<file path="src/hpw_cfg.svh">
// Constants shared by both ends of the half-word host port.
// Assumes a single 50 MHz core clock and a synchronous active-low reset.
`ifndef HPW_CFG_SVH
`define HPW_CFG_SVH

// Value of the swap control word that turns the half-word swap on
`define HPW_SWAP_KEY 32'h0FFFFFFF
// Half select levels as seen on the bus
`define HPW_HALF_LO 1'b0
`define HPW_HALF_HI 1'b1
// Default doubleword address width (address bits 2 and up)
`define HPW_ADDR_W 8
// Default depth of the write buffer on the device side
`define HPW_FIFO_DEPTH 2
// Core clock period in ns
`define HPW_CLK_NS 20

`endif

</file>
<file path="src/hpw_pkg.sv">
// Types shared by both ends of the half-word host port.
// Assumes hpw_cfg.svh carries every number; this package carries types only.
package hpw_pkg;

  // Device end sequencing
  typedef enum logic [1:0] {
    HPW_DEV_IDLE,
    HPW_DEV_FETCH,
    HPW_DEV_ACK
  } hpw_dev_state_t;

  // Host end sequencing
  typedef enum logic [1:0] {
    HPW_HOST_IDLE,
    HPW_HOST_FIRST,
    HPW_HOST_SECOND
  } hpw_host_state_t;

endpackage

</file>
<file path="src/hpw_if.sv">
// Carrier between host end and device end of the 16-bit SRAM-like port.
// Assumes both ends share core_clk_i; the testbench supplies the clock.
`timescale 1ns/100ps
`default_nettype none
interface hpw_if #(
  parameter int AW = 8
);
  logic cs; // Access requested, held until ack
  logic we; // High for write, low for read
  logic [AW-1:0] dw_addr; // Doubleword address, bits 2 and up
  logic half_select_addr; // Address bit 1
  logic [15:0] wdata;
  logic [15:0] rdata;
  logic ack; // One-cycle pulse, access finished

  modport host_mp (
    output cs, we, dw_addr, half_select_addr, wdata,
    input rdata, ack
  );
  modport dev_mp (
    input cs, we, dw_addr, half_select_addr, wdata,
    output rdata, ack
  );
endinterface
`default_nettype wire

</file>
<file path="src/hpw_dev.sv">
// Device end of the half-word host port: pairs 16-bit accesses into doublewords.
// Assumes a host that holds cs until ack and drives the bus from flops.
`timescale 1ns/100ps
`default_nettype none
`include "hpw_cfg.svh"
module hpw_dev #(
  parameter int AW = `HPW_ADDR_W,
  parameter int DEPTH = `HPW_FIFO_DEPTH
) (
  // Clock and reset
  input wire logic core_clk_i,
  input wire logic nrst_i,
  // Host bus
  hpw_if.dev_mp bus,
  // Swap control word
  input wire logic [31:0] swap_ctrl_i,
  // Internal doubleword write stream
  output logic wr_valid_o,
  output logic [AW-1:0] wr_addr_o,
  output logic [31:0] wr_data_o,
  input wire logic wr_ready_i,
  // Internal doubleword read port
  output logic rd_req_o,
  output logic [AW-1:0] rd_addr_o,
  input wire logic rd_ack_i,
  input wire logic [31:0] rd_data_i
);

  localparam int PW = $clog2(DEPTH);
  localparam int CW = $clog2(DEPTH + 1);

  hpw_pkg::hpw_dev_state_t state_q;
  logic ack_q;
  logic [15:0] rdata_q;
  logic wr_pend_q;
  logic wr_half_q;
  logic [15:0] stage_q;
  logic [AW-1:0] stage_addr_q;
  logic rd_pend_q;
  logic rd_half_q;
  logic [31:0] rd_latch_q;
  logic rd_req_q;
  logic [AW-1:0] rd_addr_q;
  logic [AW+31:0] mem_q [DEPTH];
  logic [PW-1:0] head_q;
  logic [PW-1:0] tail_q;
  logic [CW-1:0] count_q;

  // swap decode
  // Any word other than the key leaves the default mapping in force.
  wire swap_on = (swap_ctrl_i == `HPW_SWAP_KEY);
  // one mapping for all
  // Physical half: 0 means bytes 1:0, 1 means bytes 3:2.
  wire phys_half = bus.half_select_addr ^ swap_on;

  // Access decode; an access is not taken while its ack is still out
  wire take = bus.cs && !ack_q && (state_q == hpw_pkg::HPW_DEV_IDLE);
  wire wr_take = take && bus.we;
  wire rd_take = take && !bus.we;

  // Write buffer status; a full buffer stalls the host on the pairing half
  wire buf_full = (count_q == CW'(DEPTH));
  wire buf_empty = (count_q == '0);
  wire pop = !buf_empty && wr_ready_i;
  wire wr_pair = wr_pend_q && (phys_half != wr_half_q);
  wire wr_repeat = wr_pend_q && (phys_half == wr_half_q);
  wire wr_stall = wr_take && wr_pair && buf_full;
  wire push = wr_take && wr_pair && !buf_full;
  // low half in bits 15:0
  // Bits 15:0 are the word that leaves for the network first.
  wire [31:0] commit_word = phys_half ? {bus.wdata, stage_q} : {stage_q, bus.wdata};

  wire rd_pair = rd_pend_q && (rd_half_q != phys_half);
  wire rd_repeat = rd_pend_q && (rd_half_q == phys_half);
  wire [15:0] latch_half = phys_half ? rd_latch_q[31:16] : rd_latch_q[15:0];
  wire [15:0] fetch_half = phys_half ? rd_data_i[31:16] : rd_data_i[15:0];

  // Head of the buffer drives the internal write stream
  assign wr_valid_o = !buf_empty;
  assign wr_addr_o = mem_q[head_q][AW+31:32];
  assign wr_data_o = mem_q[head_q][31:0];
  assign rd_req_o = rd_req_q;
  assign rd_addr_o = rd_addr_q;
  assign bus.ack = ack_q;
  assign bus.rdata = rdata_q;

  // Access sequencer
  // The ack state gives the host one cycle to drop or change its request.
  always_ff @(posedge core_clk_i) begin
    if (!nrst_i) begin
      state_q <= hpw_pkg::HPW_DEV_IDLE;
      ack_q <= 1'b0;
    end else begin
      unique case (state_q)
        hpw_pkg::HPW_DEV_IDLE: begin
          if (rd_take && !rd_pend_q) begin
            state_q <= hpw_pkg::HPW_DEV_FETCH;
          end else if (take && !wr_stall) begin
            ack_q <= 1'b1;
            state_q <= hpw_pkg::HPW_DEV_ACK;
          end
        end
        hpw_pkg::HPW_DEV_FETCH: begin
          if (rd_ack_i) begin
            ack_q <= 1'b1;
            state_q <= hpw_pkg::HPW_DEV_ACK;
          end
        end
        hpw_pkg::HPW_DEV_ACK: begin
          ack_q <= 1'b0;
          state_q <= hpw_pkg::HPW_DEV_IDLE;
        end
      endcase
    end
  end

  // stage first half
  // A repeated half drops the staged half and is itself dropped.
  always_ff @(posedge core_clk_i) begin
    if (!nrst_i) begin
      wr_pend_q <= 1'b0;
      wr_half_q <= 1'b0;
      stage_q <= 16'h0000;
      stage_addr_q <= '0;
    end else if (wr_take && !wr_pend_q) begin
      wr_pend_q <= 1'b1;
      wr_half_q <= phys_half;
      stage_q <= bus.wdata;
      stage_addr_q <= bus.dw_addr;
    end else if (push || (wr_take && wr_repeat)) begin
      wr_pend_q <= 1'b0;
    end
  end

  // read pairing state
  // A repeated half clears pairing, so the next read fetches afresh.
  always_ff @(posedge core_clk_i) begin
    if (!nrst_i) begin
      rd_pend_q <= 1'b0;
      rd_half_q <= 1'b0;
      rd_latch_q <= 32'h00000000;
    end else if (state_q == hpw_pkg::HPW_DEV_FETCH && rd_ack_i) begin
      rd_pend_q <= 1'b1;
      rd_half_q <= phys_half;
      rd_latch_q <= rd_data_i;
    end else if (rd_take && rd_pend_q) begin
      rd_pend_q <= 1'b0;
    end
  end

  // Read data returned with the ack
  // On a repeated half the stale latched half is returned; host must re-read.
  always_ff @(posedge core_clk_i) begin
    if (!nrst_i) begin
      rdata_q <= 16'h0000;
    end else if (state_q == hpw_pkg::HPW_DEV_FETCH && rd_ack_i) begin
      rdata_q <= fetch_half;
    end else if (rd_take && (rd_pair || rd_repeat)) begin
      rdata_q <= latch_half;
    end
  end

  // Internal read request, held until the read port answers
  always_ff @(posedge core_clk_i) begin
    if (!nrst_i) begin
      rd_req_q <= 1'b0;
      rd_addr_q <= '0;
    end else if (rd_take && !rd_pend_q) begin
      rd_req_q <= 1'b1;
      rd_addr_q <= bus.dw_addr;
    end else if (rd_ack_i) begin
      rd_req_q <= 1'b0;
    end
  end

  // commit the doubleword
  // Buffer entries; the staged address is used, the host keeps it steady.
  always_ff @(posedge core_clk_i) begin
    if (push) begin
      mem_q[tail_q] <= {stage_addr_q, commit_word};
    end
  end

  // Buffer pointers and fill count
  always_ff @(posedge core_clk_i) begin
    if (!nrst_i) begin
      head_q <= '0;
      tail_q <= '0;
      count_q <= '0;
    end else begin
      if (push) begin
        tail_q <= (tail_q == PW'(DEPTH - 1)) ? '0 : tail_q + 1'b1;
      end
      if (pop) begin
        head_q <= (head_q == PW'(DEPTH - 1)) ? '0 : head_q + 1'b1;
      end
      if (push && !pop) begin
        count_q <= count_q + 1'b1;
      end else if (pop && !push) begin
        count_q <= count_q - 1'b1;
      end
    end
  end

endmodule
`default_nettype wire

</file>
<file path="src/flat_wrapper.sv">
// flat-port wrapper written by rule: the top's interface ports become plain ports
module hpw_dev_flat 
#(
  parameter int AW = `HPW_ADDR_W,
  parameter int DEPTH = `HPW_FIFO_DEPTH
)
  (core_clk_i, nrst_i, swap_ctrl_i, wr_valid_o, wr_addr_o, wr_data_o, wr_ready_i, rd_req_o, rd_addr_o, rd_ack_i, rd_data_i, bus_cs, bus_we, bus_dw_addr, bus_half_select_addr, bus_wdata, bus_rdata, bus_ack);
  hpw_if #(.AW(AW)) bus_i ();
  input wire logic core_clk_i;
  input wire logic nrst_i;
  input wire logic [31:0] swap_ctrl_i;
  output logic wr_valid_o;
  output logic [AW-1:0] wr_addr_o;
  output logic [31:0] wr_data_o;
  input wire logic wr_ready_i;
  output logic rd_req_o;
  output logic [AW-1:0] rd_addr_o;
  input wire logic rd_ack_i;
  input wire logic [31:0] rd_data_i;
  input wire logic [$bits(bus_i.cs)-1:0] bus_cs;
  input wire logic [$bits(bus_i.we)-1:0] bus_we;
  input wire logic [$bits(bus_i.dw_addr)-1:0] bus_dw_addr;
  input wire logic [$bits(bus_i.half_select_addr)-1:0] bus_half_select_addr;
  input wire logic [$bits(bus_i.wdata)-1:0] bus_wdata;
  output wire logic [$bits(bus_i.rdata)-1:0] bus_rdata;
  output wire logic [$bits(bus_i.ack)-1:0] bus_ack;
  assign bus_i.cs = bus_cs;
  assign bus_i.we = bus_we;
  assign bus_i.dw_addr = bus_dw_addr;
  assign bus_i.half_select_addr = bus_half_select_addr;
  assign bus_i.wdata = bus_wdata;
  assign bus_rdata = bus_i.rdata;
  assign bus_ack = bus_i.ack;
  hpw_dev #(.AW(AW), .DEPTH(DEPTH)) u_core (.core_clk_i(core_clk_i), .nrst_i(nrst_i), .bus(bus_i), .swap_ctrl_i(swap_ctrl_i), .wr_valid_o(wr_valid_o), .wr_addr_o(wr_addr_o), .wr_data_o(wr_data_o), .wr_ready_i(wr_ready_i), .rd_req_o(rd_req_o), .rd_addr_o(rd_addr_o), .rd_ack_i(rd_ack_i), .rd_data_i(rd_data_i));
endmodule
</file>
<file path="config.mk">
export PLATFORM = sky130hd
export DESIGN_NAME = hpw_dev_flat
export DESIGN_NICKNAME = d
export VERILOG_FILES = /design/src/hpw_pkg.sv /design/src/hpw_if.sv /design/src/hpw_dev.sv /design/src/flat_wrapper.sv
export VERILOG_INCLUDE_DIRS = /design/src
export SDC_FILE = /design/constraint.sdc
export NUM_CORES = 1
export LEC_CHECK = 0
export BUFFER_PORTS_ARGS = -buffer_cell sky130_fd_sc_hd__clkbuf_2
export CELL_PAD_IN_SITES_DETAIL_PLACEMENT = 1
export CELL_PAD_IN_SITES_GLOBAL_PLACEMENT = 1
export CORE_MARGIN = 4
export CORE_UTILIZATION = 41
export DETAILED_ROUTE_END_ITERATION = 7
export PLACE_DENSITY = 0.79
export SYNTH_ARGS = -nofsm -noshare
export SYNTH_HDL_FRONTEND = slang
export SYNTH_SLANG_ARGS = --single-unit
</file>
<file path="constraint.sdc">
create_clock -name core_clk_i -period 8.15 [get_ports core_clk_i]
set_input_delay 0.815 -clock core_clk_i [delete_from_list [all_inputs] [get_ports core_clk_i]]
set_output_delay 0.815 -clock core_clk_i [all_outputs]
set_load 0.01 [all_outputs]
</file>
==> results of run 1 <==
-- power breakdown --
| group | leakage, nW | internal, mW | switching, mW |
|---|---|---|---|
| Combinational | 1.98 | 0.190 | 0.225 |
| Clock | 0.270 | 0.451 | 0.333 |
| Sequential | 1.48 | 0.958 | 0.0625 |
-- flip-flops by register name, indices dropped and copies added, names as in the netlist, 2 cells and up, named ones only --
register / flops
u_core.count_q: 2
u_core.mem_q: 80
u_core.stage_addr_q: 8
u_core.stage_q: 16
u_core.rd_addr_o: 8
u_core.state_q: 2
u_core.bus.rdata: 16
u_core.rd_latch_q: 32
-- worst max-delay path: stages --
cell and delay, ns:
clkbuf_2 0.08, or4b_1 0.53, nor4_2 0.33, and2_1 0.33, xnor3_1 0.32, nor3_2 0.23, and2_2 0.87
-- synthesized netlist by cell type --
cell type	instances	area share, %
a211o_1	1	0.13
a2111o_1	2	0.32
dfxtp_1	92	26
a221oi_2	1	0.22
buf_1	7	0.38
nand2_1	203	11
edfxtp_1	80	35
inv_1	7	0.38
a21boi_0	1	0.11
mux2_2	40	6.5
nand2b_1	6	0.54
nand3_1	2	0.14
nor3_2	1	0.14
xnor2_1	2	0.25
a41oi_1	1	0.13
nor2b_1	2	0.18
nor3_1	2	0.14
ha_1	4	0.72
o31ai_1	1	0.11
nor2_1	42	2.3
or2_2	1	0.090
a211oi_1	2	0.22
a21oi_1	37	2.7
buf_6	1	0.16
nand4_1	6	0.54
nor4_1	2	0.18
or4b_1	1	0.14
mux2i_1	35	5.0
o21ai_0	4	0.29
o221ai_1	1	0.13
xor2_1	3	0.38
clkbuf_1	19	1.0
nand4b_1	1	0.13
nand3b_1	1	0.11
and2_1	3	0.27
or4_1	1	0.11
buf_2	9	0.65
or3_1	2	0.18
nor4_2	1	0.18
a32o_1	16	2.3
xnor3_1	2	0.65
-- per-layer routing --
layer	vias to the layer above	GRT usage, %
li1	2523	-
met2	134	35.0
met5	-	0
met1	2571	19.8
met4	0	5.30
met3	24	5.70
-- cell type report --
cell class / instances / area (sq um) / share of cell area [%]
sequential: 172 / 4250 / 49.8
multi-input combinational: 430 / 2560 / 30.0
clock inverter: 14 / 143 / 1.67
timing repair buffer: 166 / 843 / 9.90
clock buffer: 18 / 429 / 5.04
tap: 220 / 275 / 3.23
inverter: 7 / 26.3 / 0.308
-- path summary, 6_finish.rpt --
check / slack, ns / end / cells past startpoint
max: 4.68 / u_core.mem_q[1][13] / 7
min: 0.45 / u_core.mem_q[1][38] / 0
max reg2reg: 5.32 / u_core.mem_q[1][13] / 7
min reg2reg: 0.45 / u_core.mem_q[1][38] / 0
-- cell families after synthesis --
group | Yosys count
flip-flops | 172
AND/OR/NAND/NOR | 277
buffers and inverters | 43
multiplexers | 75
adder cells (fa/ha/maj) | 4
AO/OA/AOI/OAI | 67
XOR/XNOR | 7
-- metrics by stage --
step                setup slack (ns)  hold slack [ns]  util, %  instances
CTS                             4.66            0.456     51.4       1027
global route                    4.50            0.484     51.4       1027
floorplan                       1.64            0.425        -        645
detailed placement              4.20            0.446     47.9        995
global placement                4.33            0.432     47.9        995
finish                          4.68            0.454     51.4       1027
-- placed cells by master (no fill, tap or decap), types with 2 or more instances in the layout --
cell	n
inv_6	3
ha_1	4
nand4_1	6
clkinv_1	3
nor4_2	2
nor2b_1	2
nor3_1	2
edfxtp_1	80
mux2_2	40
bufinv_16	2
a2111o_1	2
mux2i_1	35
nand2_1	202
buf_4	5
nand3_1	2
nor2_1	41
a32o_1	16
dfxtp_1	91
or3_1	2
a21oi_1	37
a211oi_1	2
nand2b_1	6
clkinvlp_4	3
inv_1	6
o21ai_0	4
xnor3_1	2
xor2_1	3
clkinv_4	2
and2_1	2
xnor2_2	2
clkbuf_2	161
clkbuf_16	17
==> run metrics, run 1 <==
status finished, final reports clean; synthesized area per cell 10.8 sq um; crit path from swap_ctrl_i[29]; launching point of the worst reg2reg path u_core.state_q[0]; post-synthesis share of cell area spent on xor and xnor gates 1.28%; worst IR drop on VDD 0.144 mV; Clk pin slew, worst setup/hold paths 0.07 ns; CTS root buffer clkbuf_16; number of nets in the layout 893; global-route wire length before repair 28.6 mm; via count of the routed design 5252; pin count of the biggest net entering global routing 74; routed length on met3 931 um; wire length reported by the detailed router 18.0 mm; share of synthesized area spent on multiplexers 11.5%; critical path class in2reg; Detail Route Antenna Nets 0; Setup Total Neg Slack 0 ns; number of antenna violations at the first check in global routing 0; MaxCap Viol Count 0; hold wc startpoint u_core.stage_addr_q[6]; Remaining Overflow, GRT 0; combined global-route utilization of all metal layers 18.5%; buffer depth of the longest clock path 2; TritonCTS clock tree done; fillers 1873; CP endpoint kind flop; total non-filler cell area in the finished layout 8520 sq um; total number of clock tree sinks 172; final cycle utilization of the critical path 42.6%; power density cells 260 nW/um^2; final critical path time including I/O delays and setup 3.47 ns; dpl cell area 7950 sq um; sequential cell area fraction in the yosys report 61.0%; Post-Synth Adder-Cell Area 0.719%; Rel. slew slack 13.9%; type of the most critical hold path reg2reg; pins over their slew limit 0; Critical Path Source Type input port; DRC violation total after the first TritonRoute iteration 174; Layout Skew 0.0117 ns; post-synthesis instance total 645; main combinational cell family by area after synthesis simple AND/OR/NAND/NOR gates; fraction of the mapped netlist area in compound gates 6.60%; Die Y-Extent 138 um; synthesized cell area 6960 sq um; top sig layer met4; Skew-Pair Late Insertion Delay 0.43 ns; post_cts resized 0; vias in the first global route 5728; unrepaired setup endpoints after global routing false; std cell rows 47; count of synthesis-stage warnings from yosys 0; # port buffers 161; Post CTS Setup Buffer Count 0; H-tree depth 4; critical path required time 8.19 ns; # DRC 0; routability congestion estimate from global placement 0.769; width of the die 138 um; Net Count, Synth 744; count of different cell masters after synthesis 41; post-detail-place hpwl 12.3 mm; Design Power 2.22 mW; metal1 wirelength 7.22 mm; worst endpoint data arrival time 3.51 ns; maximum operating frequency 288 MHz; number of placed I/O pins 162; fraction of the mapped netlist area in simple logic gates 16.3%; first-pass detailed-route iteration total 4; Worst Tran Pin Value 1.28 ns; total of hold buffers inserted after clock tree synthesis 0; diode insertion count for antenna repair 0; peak fanout along the critical path 40; Routed met2 length 9.58 mm; share of final-layout standard cells stronger than drive strength 1 30.5%; average via count per standard cell 5.11; final setup violation count 0; number of failing hold endpoints at the final stage 0; total CTS buffers 17; post-synthesis sequential element count 172; average wire length per cell after detail routing 17.5 um; area enclosed by the die boundary 19100 sq um; initial core utilization 41.9%; Layout Area Growth over Synthesis 22.5%; placeable core region 16600 sq um; leakage component of the power 3.72 nW
No activity file was read; power rests on OpenSTA's default activity.
==> run 2, diff against run 1 <==
--- a/config.mk
+++ b/config.mk
@@ -10,9 +10,9 @@
 export CELL_PAD_IN_SITES_DETAIL_PLACEMENT = 1
 export CELL_PAD_IN_SITES_GLOBAL_PLACEMENT = 1
 export CORE_MARGIN = 4
-export CORE_UTILIZATION = 41
+export CORE_UTILIZATION = 37
 export DETAILED_ROUTE_END_ITERATION = 7
-export PLACE_DENSITY = 0.79
+export PLACE_DENSITY = 0.75
 export SYNTH_ARGS = -nofsm -noshare
 export SYNTH_HDL_FRONTEND = slang
 export SYNTH_SLANG_ARGS = --single-unit
==> constraint.sdc (replaced) <==
create_clock -name core_clk_i -period 2.8 [get_ports core_clk_i]
set_input_delay 0.28 -clock core_clk_i [delete_from_list [all_inputs] [get_ports core_clk_i]]
set_output_delay 0.28 -clock core_clk_i [all_outputs]
set_load 0.01 [all_outputs]
==> run 2 against run 1 <==
Compared with the run above: clock-buffer cell count is 2 higher; final cell count is 2.1% higher; global-route usage is 1.0 points lower; sequential cell count did not move; critical path type is now reg2reg; largest power group unchanged; highest routed layer unchanged.
==> run metrics, run 2 (synthesized netlist as in run 1, its figures left out) <==
Most flops, register u_core.mem_q; MaxCap Viol Count 0 (unchanged); Detail Route Antenna Nets 0 (unchanged); max reg flops 80 (unchanged); Worst Tran Pin Value 0.674 ns (-0.608 ns); via count of the routed design 5284 (+0.61%); initial core utilization 38.2% (-3.7 points); CTS root buffer clkbuf_16; Clk pin slew, worst setup/hold paths 0.06 ns (about the same); total number of clock tree sinks 172 (unchanged); buffer depth of the longest clock path 2 (unchanged); multi-input gate area in the final layout 2570 sq um (+0.39%); combined global-route utilization of all metal layers 17.5% (-1.0 points); first-pass detailed-route iteration total 4 (unchanged); post-detail-place hpwl 12.9 mm (+4.5%); placeable core region 18200 sq um (+9.8%); # port buffers 161 (unchanged); post_cts resized 0 (unchanged); Skew-Pair Late Insertion Delay 0.43 ns (about the same); unrepaired setup endpoints after global routing false; area enclosed by the die boundary 21100 sq um (+10%); critical path class reg2reg; power density cells 740 nW/um^2 (+180%); final cycle utilization of the critical path 85.8%; number of nets in the layout 905 (+1.3%); status finished, final reports clean; Setup Total Neg Slack 0 ns (unchanged); most common cell after layout, fill and taps aside nand2_1; type of the most critical hold path in2reg; fillers 2031 (+8.4%); Layout Area Growth over Synthesis 24.3%; average wire length per cell after detail routing 17.4 um (-0.43%); critical path required time 3.16 ns (-5.03 ns); Critical Path Source Type flop; total of hold buffers inserted after clock tree synthesis 0 (unchanged); Layout Skew 0.00762 ns (-0.00408 ns); width of the die 145 um (+5.0%); count of cells along the worst register-to-register path 9 (+2); number of placed I/O pins 162 (unchanged); final setup violation count 0 (unchanged); Min-Delay Path Depth 3 (+3); routability congestion estimate from global placement 0.794 (+3.3%); average via count per standard cell 5.04 (-1.5%); number of antenna violations at the first check in global routing 0 (unchanged); # DRC 0 (unchanged); peak fanout along the critical path 6 (-85%); worst endpoint data arrival time 2.76 ns (-0.75 ns); final critical path time including I/O delays and setup 2.40 ns; worst IR drop on VDD 0.452 mV (+210%); Final Core Density 47.5% (-3.9 points); CP endpoint kind flop; register area 4250 sq um (unchanged); Rel. slew slack 55.1% (+41 points); number of failing hold endpoints at the final stage 0 (unchanged); pin count of the biggest net entering global routing 45 (-39%); share of final-layout standard cells stronger than drive strength 1 31.4% (+0.90 points); leading cell types in the layout, fill and taps excluded 202 x nand2_1, 161 x clkbuf_2, 91 x dfxtp_1, 80 x edfxtp_1, 41 x nor2_1; vias in the first global route 5854 (+2.2%); pins over their slew limit 0 (unchanged); wire length reported by the detailed router 18.3 mm (+1.7%); TritonCTS clock tree done; DRC violation total after the first TritonRoute iteration 176 (+1.1%); registers with the most flip-flops u_core.mem_q (80), u_core.rd_latch_q (32); maximum operating frequency 416 MHz; global-route wire length before repair 29.7 mm (+3.8%); Die Y-Extent 145 um (+5.0%); Worst Hold Margin 0.0846 ns (-0.369 ns); leakage component of the power 3.78 nW (+1.6%); Post CTS Setup Buffer Count 0 (unchanged); total CTS buffers 17 (unchanged); std cell rows 49 (+4.3%); H-tree depth 4 (unchanged); Remaining Overflow, GRT 0 (unchanged)
[run 2: cell count changes in the layout (fill, tap and decap cells not counted), sizes merged]
cell / before / now
bufinv: 2 / 1
clkbuf: 179 / 181
inv: 10 / 8
diode: 0 / 1
buf: 5 / 17
clkinv: 6 / 7
[run 2: final timing paths]
path / startpoint / to / slack, ns
setup / recovery: u_core.state_q[0] / u_core.count_q[1] / 0.40
hold / removal: bus_dw_addr[7] / u_core.rd_addr_o[7] / 0.08
setup reg to reg: u_core.state_q[0] / u_core.count_q[1] / 0.40
hold reg to reg: u_core.stage_addr_q[6] / u_core.mem_q[1][38] / 0.45
[run 2: layout make-up]
| cell class | instances | share of cell area (%) |
|---|---|---|
| flip-flops and latches | 172 | 49.1 |
| multi-input cells | 430 | 29.7 |
| repair buffers | 178 | 11.2 |
| clock buffers | 20 | 5.17 |
| well taps | 229 | 3.31 |
| clock inverters | 12 | 1.11 |
| inverters | 7 | 0.304 |
| diodes | 1 | 0.0289 |
[run 2: through the flow]
step / total power [mW] / instances / setup WS [ns] / cell area [sq um]
finish: 6.40 / 1049 / 0.398 / 8640
global route: 6.72 / 1048 / 0.197 / 8640
CTS: 6.48 / 1048 / 0.391 / 8640
detailed placement: 4.28 / 1016 / 0.0721 / 8100
global placement: 4.22 / 1016 / 0.140 / 8100
floorplan: 3.78 / 645 / -0.562 / 6970
[run 2: worst max-delay path: stages, from the launching register on]
cell and delay, ns:
dfxtp_1 0.34, inv_1 0.09, ha_1 0.23, nand3b_1 0.21
inv_1 0.18, nand3_1 0.22, nor3_2 0.26, ha_1 0.29
or3_1 0.36, a21oi_1 0.15
[run 2: where the power goes]
part / switching [mW] / internal, mW / leakage (nW)
combinational: 0.708 / 0.573 / 2.05
sequential: 0.138 / 2.79 / 1.48
clock: 0.955 / 1.24 / 0.259
total: 1.80 / 4.60 / 3.78
[run 2: metal layers]
layer	wire length, um	GRT usage, %	share of wire (%)	vias up
met1	7420	19.7	41	2557
li1	-	-	-	2550
met2	9320	30.8	51	149
met4	316	6.74	1.7	0
met5	0	0	0	-
met3	1240	5.89	6.8	28
==> run 3, diff against run 2 <==
--- a/config.mk
+++ b/config.mk
@@ -10,9 +10,10 @@
 export CELL_PAD_IN_SITES_DETAIL_PLACEMENT = 1
 export CELL_PAD_IN_SITES_GLOBAL_PLACEMENT = 1
 export CORE_MARGIN = 4
-export CORE_UTILIZATION = 37
+export CORE_UTILIZATION = 39
+export CTS_BUF_LIST = sky130_fd_sc_hd__clkbuf_2
 export DETAILED_ROUTE_END_ITERATION = 7
-export PLACE_DENSITY = 0.75
+export PLACE_DENSITY_LB_ADDON = 0.2
 export SYNTH_ARGS = -nofsm -noshare
 export SYNTH_HDL_FRONTEND = slang
 export SYNTH_SLANG_ARGS = --single-unit
==> run 3 against run 2 <==
Compared with the run above: non-clock buffer count up 63; sequential cell count unchanged; final cell count increased by 5.7%; global-route usage is 0.82 points higher; register-to-register slack got worse by 0.08 ns; wire length shrank 1.6%; clock skew grew 0.018 ns; sequential power about the same; via count rose by 3.7%; first-iteration DRC count increased by 6.8%; combinational power grew 7%; die area is 4.9% lower; critical endpoint unchanged.
==> run metrics, run 3 (synthesized netlist as in run 1, its figures left out) <==
status finished, final reports clean; type of the most critical hold path in2reg; DRC violation total after the first TritonRoute iteration 188 (+6.8%); TritonCTS clock tree done; leading cell types in the layout, fill and taps excluded 202 x nand2_1, 180 x clkbuf_2, 91 x dfxtp_1, 80 x edfxtp_1, 61 x dlygate4sd3_1; total non-filler cell area in the finished layout 8950 sq um (+3.5%); final setup violation count 0 (unchanged); first-pass detailed-route iteration total 4 (unchanged); initial core utilization 39.9% (+1.7 points); area enclosed by the die boundary 20000 sq um (-4.9%); # DRC 0 (unchanged); MaxCap Viol Count 0 (unchanged); worst IR drop on VDD 0.247 mV (-45%); average wire length per cell after detail routing 16.2 um (-6.9%); registers with the most flip-flops u_core.mem_q (80), u_core.rd_latch_q (32); worst endpoint data arrival time 3.13 ns (+0.37 ns); pin count of the biggest net entering global routing 41 (-8.9%); critical path class reg2reg; critical path required time 3.45 ns (+0.29 ns); dpl cell area 8100 sq um (about the same); combined global-route utilization of all metal layers 18.3% (+0.82 points); average via count per standard cell 4.94 (-1.9%); Post CTS Setup Buffer Count 0 (unchanged); peak fanout along the critical path 6 (unchanged); Worst Hold Margin 0.190 ns (+0.105 ns); buffer depth of the longest clock path 2 (unchanged); H-tree depth 4 (unchanged); CTS root buffer clkbuf_2; Cell Count Post-Placement 1014 (-0.20%); pre-CTS setup slack -0.0345 ns (-0.107 ns); Final Core Density 51.4% (+3.9 points); CP endpoint kind flop; routability congestion estimate from global placement 0.767 (-3.4%); number of placed I/O pins 162 (unchanged); Setup Total Neg Slack 0 ns (unchanged); Most flops, register u_core.mem_q; max reg flops 80 (unchanged); unrepaired setup endpoints after global routing false; Remaining Overflow, GRT 0 (unchanged); number of antenna violations at the first check in global routing 1 (+1); via count of the routed design 5478 (+3.7%); # port buffers 161 (unchanged); Layout Area Growth over Synthesis 28.6%; Critical Path Source Type flop; total CTS buffers 17 (unchanged); Worst Tran Pin Value 0.743 ns (+0.0693 ns); Design Power 5.56 mW (-13%); leakage component of the power 3.92 nW (+3.8%); number of cells in the finished layout apart from fillers 1109 (+5.7%); number of failing hold endpoints at the final stage 0 (unchanged); Rel. slew slack 50.4% (-4.6 points); Die Y-Extent 142 um (-2.5%); share of final-layout standard cells stronger than drive strength 1 29.8% (-1.6 points); Skew-Pair Late Insertion Delay 0.69 ns (+0.26 ns); number of nets in the layout 968 (+7.0%); final cycle utilization of the critical path 88.7% (+2.9 points); Layout Skew 0.0259 ns (+0.0183 ns); power density cells 621 nW/um^2 (-16%); pins over their slew limit 0 (unchanged); Clk pin slew, worst setup/hold paths 0.24 ns (+0.18 ns); width of the die 142 um (-2.5%); total number of clock tree sinks 172 (unchanged); placeable core region 17400 sq um (-4.3%); most common cell after layout, fill and taps aside nand2_1; post-detail-place hpwl 12.3 mm (-4.8%); maximum operating frequency 403 MHz (-3.3%); Detail Route Antenna Nets 0 (unchanged); wire length reported by the detailed router 18.0 mm (-1.6%); std cell rows 48 (-2.0%); global-route wire length before repair 29.2 mm (-1.5%); vias in the first global route 5875 (+0.36%); worst setup margin 0.317 ns (-0.0811 ns); final critical path time including I/O delays and setup 2.48 ns (+0.0811 ns)
[run 3: per-layer routing]
metal / part of all wire, % / global-route usage (%)
met2: 53 / 33.6
met1: 40 / 21.0
met4: 1.5 / 5.20
met5: 0 / 0
met3: 4.9 / 4.72
[run 3: cell type report]
cell class / count / area, sq um
antenna: 2 / 5.00
clock buffer: 19 / 95.1
clock inverter: 13 / 140
fill: 1939 / 8470
inverter: 7 / 26.3
multi-input combinational: 430 / 2570
sequential: 172 / 4250
tap: 225 / 282
timing repair buffer: 241 / 1580
[run 3: final timing paths]
kind,start,end,slack (ns),depth (start not counted)
max,u_core.state_q[0],u_core.count_q[1],0.32,9
max reg2reg,u_core.state_q[0],u_core.count_q[1],0.32,9
min,swap_ctrl_i[22],u_core.bus.ack,0.19,6
min reg2reg,u_core.rd_addr_o[1],u_core.rd_addr_o[1],0.47,2
[run 3: worst max-delay path, cell delays in order, from the launching register on]
cell and delay, ns:
dfxtp_1 0.38, inv_1 0.08, ha_1 0.24, nand3b_1 0.21, inv_1 0.16, nand3_1 0.23
nor3_2 0.33, ha_1 0.31, or3_1 0.36, a21oi_1 0.14
[run 3: repair_timing]
action | 4_1_cts | 5_1_grt
gates resized for setup | 0 | 0
hold buffers | 61 | 0
endpoints found under the hold margin | 153 | 0
endpoints found under the setup margin | 0 | 0
[run 3: power breakdown]
part,switching (mW),internal (mW)
clock network,0.859,0.422
registers,0.116,2.79
logic,0.736,0.636
